**src/uesf_pkg.sv**
```systemverilog
// shared constants for the usb endpoint status and selection block
package uesf_pkg;
    localparam int UESF_NUM_EP = 5;
    // special-function register offsets
    localparam logic [7:0] UESF_NAKF_ADDR = 8'he9;
    localparam logic [7:0] UESF_VSIZE_ADDR = 8'hea;
    localparam logic [7:0] UESF_ECTRL_ADDR = 8'heb;
    localparam logic [7:0] UESF_STAT_ADDR = 8'hed;
    localparam logic [7:0] UESF_SEL_ADDR = 8'hef;
    // reset values
    localparam logic [7:0] UESF_NAKF_RST = 8'h00;
    localparam logic [7:0] UESF_STAT_RST = 8'h00;
    localparam logic [7:0] UESF_SEL_RST = 8'h00;
    // ep0 status field positions
    localparam int UESF_STAT_TOG_BIT = 3;
    localparam int UESF_STAT_SETUP_BIT = 2;
    localparam int UESF_STAT_IN_BIT = 1;
    localparam int UESF_STAT_OUT_BIT = 0;
    // endpoint select field positions
    localparam int UESF_SEL_DIR_BIT = 7;
    localparam int UESF_SEL_EP_LSB = 0;
    localparam int UESF_SEL_EP_MSB = 2;
    localparam logic UESF_DIR_IN = 1'b0;
    localparam logic UESF_DIR_OUT = 1'b1;
    // token kinds from the protocol engine
    typedef enum logic [2:0] {
        UESF_TOK_SETUP = 3'b001,
        UESF_TOK_IN = 3'b010,
        UESF_TOK_OUT = 3'b100
    } uesf_tok_e;
endpackage : uesf_pkg

```
**src/uesf_status.sv**
```systemverilog
// usb endpoint nak flags, ep0 token status and endpoint/direction selection
// Summary of operation
// - one in-nak flag per in endpoint 0..4, set when an in request was naked
// - in fifo not ready until firmware writes its valid-size register
// - every in request to a not-ready in endpoint is answered with nak
// - a nak flag stays set until firmware writes zero to its bit
// - with fifos paired only the odd-numbered fifo's nak flag is active
// - ep0 status bit 3 read-only, toggle of last received data packet
// - ep0 status bit 2 set by setup token, cleared only by software or reset
// - ep0 status bit 1 read-only, set by in token, cleared by setup or out
// - ep0 status bit 0 read-only, set by out token, cleared by setup or in
// - engine disable then enable clears the toggle, in and out status bits
// - all endpoints share one fifo window and one control/size address set
// - select register: direction in bit 7, endpoint number in bits 2..0
// - selection also steers the shared endpoint control register access
// - direction 0 selects in fifo, 1 out fifo; endpoint field 0..4
module uesf_status
    import uesf_pkg::*;
#(
    parameter int NUM_EP = UESF_NUM_EP
) (
    input wire logic ref_clk_i,
    input wire logic rst_b_i,
    input wire logic [7:0] sfr_addr_i,
    input wire logic sfr_wr_i,
    input wire logic sfr_rd_i,
    input wire logic [7:0] sfr_wdata_i,
    output logic [7:0] sfr_rdata_o,
    input wire logic tok_valid_i,
    input wire logic [2:0] tok_kind_i,
    input wire logic [2:0] tok_ep_i,
    input wire logic rx_pkt_valid_i,
    input wire logic [2:0] rx_pkt_ep_i,
    input wire logic rx_toggle_i,
    input wire logic [NUM_EP-1:0] in_sent_i,
    input wire logic [1:0] pair_en_i,
    input wire logic usb_engine_enable_i,
    input wire logic fifo_acc_i,
    output logic in_nak_o,
    output logic [NUM_EP-1:0] in_ready_o,
    output logic [NUM_EP-1:0] in_nak_flags_o,
    output logic [2:0] sel_endpoint_index_o,
    output logic sel_dir_out_o,
    output logic [NUM_EP-1:0] fifo_in_sel_o,
    output logic [NUM_EP-1:0] fifo_out_sel_o,
    output logic [NUM_EP-1:0] ep_ctrl_in_wr_o,
    output logic [NUM_EP-1:0] ep_ctrl_out_wr_o,
    output logic [7:0] sfr_wdata_fwd_o
);

    logic [NUM_EP-1:0] nakf_r;
    logic [NUM_EP-1:0] ready_r;
    logic [NUM_EP-1:0] pair_mask;
    logic [NUM_EP-1:0] nak_hit;
    logic [3:0] stat_vec;
    logic setup_r;
    logic tog_r;
    logic in_tok_r;
    logic out_tok_r;
    logic sel_dir_r;
    logic [2:0] sel_ep_r;
    logic wr_nakf, wr_vsize, wr_ectrl, wr_stat, wr_sel;
    logic tok_ep0;
    logic [7:0] rdata_nxt;

    // one-hot of an endpoint number; out of range gives zero
    function automatic logic [NUM_EP-1:0] ep_onehot(input logic [2:0] ep);
        logic [NUM_EP-1:0] oh;
        oh = '0;
        for (int i = 0; i < NUM_EP; i++) begin
            if (ep == 3'(i)) begin
                oh[i] = 1'b1;
            end
        end
        return oh;
    endfunction : ep_onehot

    always_comb begin
        wr_nakf = 1'b0;
        wr_vsize = 1'b0;
        wr_ectrl = 1'b0;
        wr_stat = 1'b0;
        wr_sel = 1'b0;
        if (sfr_addr_i == UESF_NAKF_ADDR) begin
            wr_nakf = sfr_wr_i;
        end else if (sfr_addr_i == UESF_VSIZE_ADDR) begin
            wr_vsize = sfr_wr_i;
        end else if (sfr_addr_i == UESF_ECTRL_ADDR) begin
            wr_ectrl = sfr_wr_i;
        end else if (sfr_addr_i == UESF_STAT_ADDR) begin
            wr_stat = sfr_wr_i;
        end else if (sfr_addr_i == UESF_SEL_ADDR) begin
            wr_sel = sfr_wr_i;
        end
    end

    // even member of an enabled pair (1/2, 3/4) keeps its flag dead
    always_comb begin
        pair_mask = '0;
        if (NUM_EP > 2) begin
            pair_mask[2] = pair_en_i[0];
        end
        if (NUM_EP > 4) begin
            pair_mask[4] = pair_en_i[1];
        end
    end

    // endpoint select register
    always_ff @(posedge ref_clk_i) begin
        if (!rst_b_i) begin
            sel_dir_r <= UESF_SEL_RST[UESF_SEL_DIR_BIT];
            sel_ep_r <= UESF_SEL_RST[UESF_SEL_EP_MSB:UESF_SEL_EP_LSB];
        end else if (wr_sel) begin
            sel_dir_r <= sfr_wdata_i[UESF_SEL_DIR_BIT];
            sel_ep_r <= sfr_wdata_i[UESF_SEL_EP_MSB:UESF_SEL_EP_LSB];
        end
    end

    assign sel_endpoint_index_o = sel_ep_r;
    assign sel_dir_out_o = sel_dir_r;
    // selection steers the shared window and the shared register addresses
    assign fifo_in_sel_o = (fifo_acc_i && sel_dir_r == UESF_DIR_IN) ? ep_onehot(sel_ep_r) : '0;
    assign fifo_out_sel_o = (fifo_acc_i && sel_dir_r == UESF_DIR_OUT) ? ep_onehot(sel_ep_r) : '0;
    assign ep_ctrl_in_wr_o = (wr_ectrl && sel_dir_r == UESF_DIR_IN) ? ep_onehot(sel_ep_r) : '0;
    assign ep_ctrl_out_wr_o = (wr_ectrl && sel_dir_r == UESF_DIR_OUT) ? ep_onehot(sel_ep_r) : '0;
    assign sfr_wdata_fwd_o = sfr_wdata_i;

    // in fifo ready: a valid-size write arms it, a finished send disarms it
    generate
        for (genvar g = 0; g < NUM_EP; g++) begin : g_ready
            logic arm;
            assign arm = wr_vsize && sel_dir_r == UESF_DIR_IN && sel_ep_r == 3'(g);
            always_ff @(posedge ref_clk_i) begin
                if (!rst_b_i || !usb_engine_enable_i) begin
                    ready_r[g] <= 1'b0;
                end else if (arm) begin
                    ready_r[g] <= 1'b1;
                end else if (in_sent_i[g]) begin
                    ready_r[g] <= 1'b0;
                end
            end
        end
    endgenerate

    assign in_ready_o = ready_r;

    // nak answer is combinational so the engine can reply in the same cycle
    assign nak_hit = (tok_valid_i && tok_kind_i == UESF_TOK_IN) ? (ep_onehot(tok_ep_i) & ~ready_r) : '0;
    assign in_nak_o = |nak_hit;

    // set wins over a firmware clear in the same cycle
    always_ff @(posedge ref_clk_i) begin
        if (!rst_b_i) begin
            nakf_r <= UESF_NAKF_RST[NUM_EP-1:0];
        end else begin
            nakf_r <= ((wr_nakf ? (nakf_r & sfr_wdata_i[NUM_EP-1:0]) : nakf_r) | nak_hit) & ~pair_mask;
        end
    end

    assign in_nak_flags_o = nakf_r;

    assign tok_ep0 = tok_valid_i && tok_ep_i == 3'd0;

    // ep0 setup detect; a setup token beats a same-cycle software clear
    always_ff @(posedge ref_clk_i) begin
        if (!rst_b_i) begin
            setup_r <= UESF_STAT_RST[UESF_STAT_SETUP_BIT];
        end else if (tok_ep0 && tok_kind_i == UESF_TOK_SETUP) begin
            setup_r <= 1'b1;
        end else if (wr_stat && !sfr_wdata_i[UESF_STAT_SETUP_BIT]) begin
            setup_r <= 1'b0;
        end
    end

    // disabled engine holds toggle, in and out at zero
    always_ff @(posedge ref_clk_i) begin
        if (!rst_b_i || !usb_engine_enable_i) begin
            tog_r <= UESF_STAT_RST[UESF_STAT_TOG_BIT];
            in_tok_r <= UESF_STAT_RST[UESF_STAT_IN_BIT];
            out_tok_r <= UESF_STAT_RST[UESF_STAT_OUT_BIT];
        end else begin
            if (rx_pkt_valid_i && rx_pkt_ep_i == 3'd0) begin
                tog_r <= rx_toggle_i;
            end
            if (tok_ep0) begin
                in_tok_r <= (tok_kind_i == UESF_TOK_IN);
                out_tok_r <= (tok_kind_i == UESF_TOK_OUT);
            end
        end
    end

    // separate bits keep one writer per register
    always_comb begin
        stat_vec = 4'h0;
        stat_vec[UESF_STAT_TOG_BIT] = tog_r;
        stat_vec[UESF_STAT_SETUP_BIT] = setup_r;
        stat_vec[UESF_STAT_IN_BIT] = in_tok_r;
        stat_vec[UESF_STAT_OUT_BIT] = out_tok_r;
    end

    // read mux; reserved bits and unmapped offsets read zero
    always_comb begin
        rdata_nxt = 8'h00;
        if (sfr_addr_i == UESF_NAKF_ADDR) begin
            rdata_nxt[NUM_EP-1:0] = nakf_r;
        end else if (sfr_addr_i == UESF_STAT_ADDR) begin
            rdata_nxt[3:0] = stat_vec;
        end else if (sfr_addr_i == UESF_SEL_ADDR) begin
            rdata_nxt[UESF_SEL_DIR_BIT] = sel_dir_r;
            rdata_nxt[UESF_SEL_EP_MSB:UESF_SEL_EP_LSB] = sel_ep_r;
        end
    end

    always_ff @(posedge ref_clk_i) begin
        if (!rst_b_i) begin
            sfr_rdata_o <= 8'h00;
        end else if (sfr_rd_i) begin
            sfr_rdata_o <= rdata_nxt;
        end
    end
endmodule : uesf_status

```
**config.mk**
```make
export PLATFORM = sky130hd
export DESIGN_NAME = uesf_status
export DESIGN_NICKNAME = d
export VERILOG_FILES = /design/src/uesf_pkg.sv /design/src/uesf_status.sv
export SDC_FILE = /design/constraint.sdc
export NUM_CORES = 1
export LEC_CHECK = 0
export BUFFER_PORTS_ARGS = -buffer_cell sky130_fd_sc_hd__buf_2
export CAP_MARGIN = 20
export CELL_PAD_IN_SITES_DETAIL_PLACEMENT = 1
export CELL_PAD_IN_SITES_GLOBAL_PLACEMENT = 1
export CORE_MARGIN = 5
export CORE_UTILIZATION = 32
export CTS_CLUSTER_SIZE = 10
export DETAILED_ROUTE_END_ITERATION = 8
export PLACE_DENSITY = 0.9
export RECOVER_POWER = 100
export SLEW_MARGIN = 40
export SYNTH_ARGS = -nofsm -noshare
export SYNTH_HDL_FRONTEND = slang
export SYNTH_SLANG_ARGS = --single-unit
export TNS_END_PERCENT = 50
```
**constraint.sdc**
```tcl
create_clock -name ref_clk_i -period 2.8 [get_ports ref_clk_i]
set_input_delay 0.14 -clock ref_clk_i [delete_from_list [all_inputs] [get_ports ref_clk_i]]
set_output_delay 0.14 -clock ref_clk_i [all_outputs]
set_load 0.03 [all_outputs]
```
Word-level counts from Yosys, hierarchy flattened
Index checks and enable logic that the tools add are counted.
W data, S select, Z words.
{"block": "classes", "magnitude_cmp": 0, "n_reduce_logical": 29, "bitwise_logic": 7, "addsub": 0, "n_shift": 0, "mul": 0, "div": 0, "mux": 51, "eq_ne": 16}
{"op": "$mux W1", "count": 42}
{"op": "$eq A8 B8 Y1 const B", "count": 5}
{"op": "$mux W5", "count": 6}
{"op": "$and A5 B5 Y5", "count": 3}
{"op": "$eq A3 B2 Y1 const B", "count": 5}
{"op": "$logic_and A1 B1 Y1", "count": 15}
{"op": "$reduce_bool A2 Y1", "count": 6}
{"op": "$not A5 Y5", "count": 2}
{"op": "$eq A3 B1 Y1 const B", "count": 3}
{"op": "$eq A3 B3 Y1 const B", "count": 3}
{"op": "$logic_not A3 Y1", "count": 3}
{"op": "$mux W3", "count": 2}
{"op": "$or A5 B5 Y5", "count": 1}
{"op": "$reduce_or A5 Y1", "count": 1}
{"op": "$mux W4", "count": 1}
{"op": "$logic_not A1 Y1", "count": 3}
{"op": "$logic_or A1 B1 Y1", "count": 1}
{"op": "$not A1 Y1", "count": 1}
{"block": "word_totals", "mem_bits_rw": 0, "latchBits": 0, "elab_cells": 116, "ff_bits": 24, "romBits": 0, "inputBits": 41, "memories": 0, "output_inout_bits": 51}

Logic depth before layout (Yosys ltp)
{"block": "logic_depth", "word_depth": 8, "depth_mapped": 5, "mapped_depth_nobuf": 3}

Worst setup path before layout
No wires, ideal clock.
{"block": "synth_path", "path_kind": "register to output", "from": "reg sel_ep_r[0], in the netlist sel_endpoint_index_o[0]", "to": "out ep_ctrl_in_wr_o[2]", "slack_ns": 1.122, "path_stages_with_launch": 4, "t_arrival_ns": 1.538, "t_required_ns": 2.660, "path_buffers": 1, "cell_sequence": "dfxtp_1 -> buf_2 -> or3b_2 -> nor2_1"}
{"block": "synth_between", "elab_chain_cells": 3}
{"element": "start, declared", "line_no": "uesf_status.sv:61", "source": "logic [2:0] sel_ep_r;"}
{"element": "start signal, assigned", "line_no": "uesf_status.sv:112", "source": "sel_ep_r <= UESF_SEL_RST[UESF_SEL_EP_MSB:UESF_SEL_EP_LSB];"}
{"element": "start signal, assigned", "line_no": "uesf_status.sv:115", "source": "sel_ep_r <= sfr_wdata_i[UESF_SEL_EP_MSB:UESF_SEL_EP_LSB];"}
{"element": "$eq A3 B2 Y1", "line_no": "uesf_status.sv:71", "source": "if (ep == 3'(i)) begin"}
{"element": "$mux W1", "line_no": "uesf_status.sv:71"}
{"element": "$mux W5", "line_no": "uesf_status.sv:124", "source": "assign ep_ctrl_in_wr_o = (wr_ectrl && sel_dir_r == UESF_DIR_IN) ? ep_onehot(sel_ep_r) : '0;"}
{"element": "end, declared", "line_no": "uesf_status.sv:46", "source": "output logic [NUM_EP-1:0] ep_ctrl_in_wr_o,"}
Every way passes these cells.

Worst setup path after layout
{"block": "layout_path", "from": "reg sel_ep_r[1], in the netlist sel_endpoint_index_o[1]", "to": "out ep_ctrl_in_wr_o[2]"}
The elaborated chain is that of the path after synthesis.

==> qor.log <==
INFO  run_status     outcome=finished clean
INFO  synthesis      ys_seq_elements=24
INFO  setup_path     critPathMaxStageDelay=0.54ns
INFO  cells_and_area area.growth.synth_to_final=20.0%
INFO  floorplanning  total_die_area=6350µm²
INFO  power          leakage=0.672nW
INFO  route          routed_via_density=4.99
INFO  timing         count_of_final_setup_violators=0
INFO  power          pwr_density_cell=351nW/µm²
INFO  synthesis      synthTopCellsByArea=sky130_fd_sc_hd__dfxtp_1 (31%), sky130_fd_sc_hd__nor2_1 (7.2%), sky130_fd_sc_hd__mux2i_1 (7.1%), sky130_fd_sc_hd__buf_4 (5.3%), sky130_fd_sc_hd__nand2_1 (3.9%)
INFO  global_routing antenna_found_initial=0
INFO  timing         fin_tns_setup=0ns
INFO  global_routing gr-total-overflow=0
INFO  floorplanning  fp.dieH=79.7µm
INFO  route          routed-via-count=1,586
INFO  route          antenna_violating_nets_left=0
INFO  setup_path     path_buf_inv=1
INFO  setup_path     setup.worst_path.class=register to output pin
INFO  place          io_buffers=85
INFO  synthesis      synth_seq_area_share=30.9%
INFO  timing         timing_hold_violations_final=0
INFO  synthesis      synth_edf_count=0
INFO  timing         timing.final.crit_period=1.92ns
INFO  global_routing vias_in_the_first_global_route=1,666
INFO  setup_path     arrival=1.78ns
INFO  synthesis      yosys.area.top_type=sky130_fd_sc_hd__dfxtp_1
INFO  cells_and_area utilization_after_layout=39.5%
INFO  setup_path     crit_path_cell_trace=or3b_2 -> nor2_1 -> clkbuf_1
INFO  setup_path     cpLargestDelayFamily=simple AND/OR/NAND/NOR gates
INFO  global_routing track_usage=16.6%
INFO  timing         achievable-frequency=0.520GHz
INFO  synthesis      syn-mean-instance-area=8.59µm²
INFO  cts            cts_buffers=3
INFO  cts            cts.repair.resized=0
INFO  synthesis      synthDominantCellAreaShare=30.9%
INFO  setup_path     category_of_the_worst_setup_path_launch_point=register
INFO  cts            clk_lat_worst_skew=0.27ns
INFO  route          first_pass_detailed_route_iteration_total=4
INFO  synthesis      share_of_flip_flops_with_an_asynchronous_set_or_reset=0%
INFO  synthesis      synthesis.instances=181
INFO  timing         rsz0062_at_grt=false
INFO  global_routing grt_first_pass_wirelength=8.40mm
INFO  timing         post-route-period-util=68.7%
INFO  timing         fin_skew=0.00521ns
INFO  cts            clkSlewWorstSetupHoldPaths=0.09ns
INFO  floorplanning  die_w=79.7µm
INFO  floorplanning  start_util=32.9%
INFO  job            max_cap_violations=0
INFO  cts            clock_sink_count=24
INFO  timing         drv_slew=0
INFO  floorplanning  placeableCoreArea=4720µm²
INFO  timing         relSlewSlack=37.9%
INFO  synthesis      yosys_most_used_dff=sky130_fd_sc_hd__dfxtp_1
INFO  cts            clk_root_buffer_cell=sky130_fd_sc_hd__clkbuf_8
INFO  cells_and_area drive_gt1_share=18.3%
INFO  cts            cts_buffer_depth=2
INFO  timing         worst_pin_slew=0.919ns
INFO  min_path       min_delay_path_class=input port to register
INFO  synthesis      syn_area=1550µm²
INFO  cts            hold_buffers=0
INFO  setup_path     critPathMaxFanout=12
INFO  floorplanning  row_count=25
INFO  cts            cts_tree=done
INFO  route          routed_wirelength=5.19mm
INFO  cts            post_cts_buffers=0
INFO  setup_path     worstPathRequired=2.66ns
INFO  place          gpl.final_weighted_congestion=0.814
INFO  place          post-dp-hpwl=4.24mm
INFO  route          initialDrtViolationCount=76
INFO  setup_path     worst_path_max_delay_cell=sky130_fd_sc_hd__dfxtp_1
INFO  setup_path     setup.worst_path.end_class=output pin
INFO  floorplanning  io_pins=92
INFO  cts            cts_htree_levels=1
INFO  synthesis      synth.distinct_cells=42
INFO  route          detail_route.wl_per_cell=16.3µm
INFO  cells_and_area nNetsFinal=294
INFO  route          drc=0
INFO  power          power.ir.vdd_worst=189µV
INFO  global_routing grt_start_max_net_pins=21
INFO  synthesis      yosys_warnings=0
INFO  cells_and_area num_antenna_cells=0
-- stage by stage --
stage | area, µm² | power [mW] | setup slack, ns | std cells | hold slack, ns
CTS | 1980 | 0.668 | 0.988 | 318 | 0.0993
floorplan | 1560 | 0.420 | 1.12 | 182 | 0.282
global route | 1860 | 0.687 | 0.721 | 318 | 0.0987
detailed placement | 1940 | 0.458 | 1.23 | 315 | 0.280
finish | 1860 | 0.655 | 0.876 | 318 | 0.105
global placement | 1940 | 0.454 | 1.32 | 315 | 0.280
-- sequential cells by signal, indices dropped and copies added (netlist names) --
| signal | count |
|---|---|
| in_nak_flags_o | 5 |
| in_ready_o | 5 |
| in_tok_r | 1 |
| out_tok_r | 1 |
| sel_dir_out_o | 1 |
| sel_endpoint_index_o | 3 |
| setup_r | 1 |
| sfr_rdata_o | 6 |
| tog_r | 1 |
-- power by group --
group          switching, mW  internal, mW  total (mW)
Sequential          0.000784         0.342       0.343
Combinational         0.0659        0.0352       0.101
Clock                  0.115        0.0965       0.211
Total                  0.181         0.473       0.655
-- kinds of logic after synthesis --
kind of cell           count (synthesis)  synth area share, %
AOI/OAI and AO/OA                     24                 12.6
buffers and inverters                 21                 8.62
DFF                                   24                 30.9
muxes                                 11                 7.09
other                                  1                0.241
and+or+nand+nor                      100                 40.6
-- final cells by class --
cell class | count | area (µm²)
Inverter | 2 | 7.51
Multi-Input combinational cell | 137 | 886
Sequential cell | 24 | 480
Timing Repair Buffer | 85 | 365
Fill cell | 635 | 2860
Tap cell | 67 | 83.8
Clock buffer | 3 | 41.3
-- worst min-delay path: cells and delay by family --
family,cells,cell delay [ns]
and+or+nand+nor,1,0.08
buffers and inverters,1,0.07
AOI/OAI and AO/OA,1,0.04
-- cells in the mapped netlist (all sizes together) (2+ instances only) --
cell	count
buf	17
nand2	16
a21oi	7
nor3	4
nor4	3
a21boi	4
a221o	3
nand4	10
dfxtp	24
inv	2
nor2b	6
nor3b	5
and4b	2
nor2	30
o21a	2
nand2b	8
nand3b	2
nand3	3
o41ai	6
clkbuf	2
mux2i	11
nor4b	3
nand4b	4
-- path summary, 6_finish.rpt --
kind | to | from | cells past startpoint | slack, ns
hold / removal | in_nak_flags_o[4] | pair_en_i[1] | 3 | 0.10
setup / recovery | ep_ctrl_in_wr_o[2] | sel_endpoint_index_o[1] | 3 | 0.88
setup reg to reg | in_ready_o[3] | sel_endpoint_index_o[0] | 3 | 1.54
hold reg to reg | setup_r | setup_r | 2 | 0.49
-- placed cells by master, fill, tap and decap left out, drive strengths merged, types with 4 or more instances in the layout --
| master | count |
|---|---|
| nor3 | 4 |
| nor2 | 30 |
| dfxtp | 24 |
| nor2b | 6 |
| buf | 37 |
| a21boi | 4 |
| o41ai | 6 |
| a21oi | 7 |
| mux2i | 11 |
| nand2 | 16 |
| nand4b | 4 |
| nand2b | 8 |
| nand4 | 10 |
| nor3b | 5 |
| clkbuf | 51 |
-- per-layer routing --
layer | wire (µm) | share of wire [%] | global-route usage, % | vias to the layer above
met1 | 2250 | 43 | 20.5 | 754
met2 | 2660 | 51 | 29.7 | 43
met4 | 20 | 0.39 | 2.23 | 0
met3 | 251 | 4.8 | 3.84 | 4
li1 | - | - | - | 785
met5 | 0 | 0 | 0 | -
(Power assumes the default switching activity.)
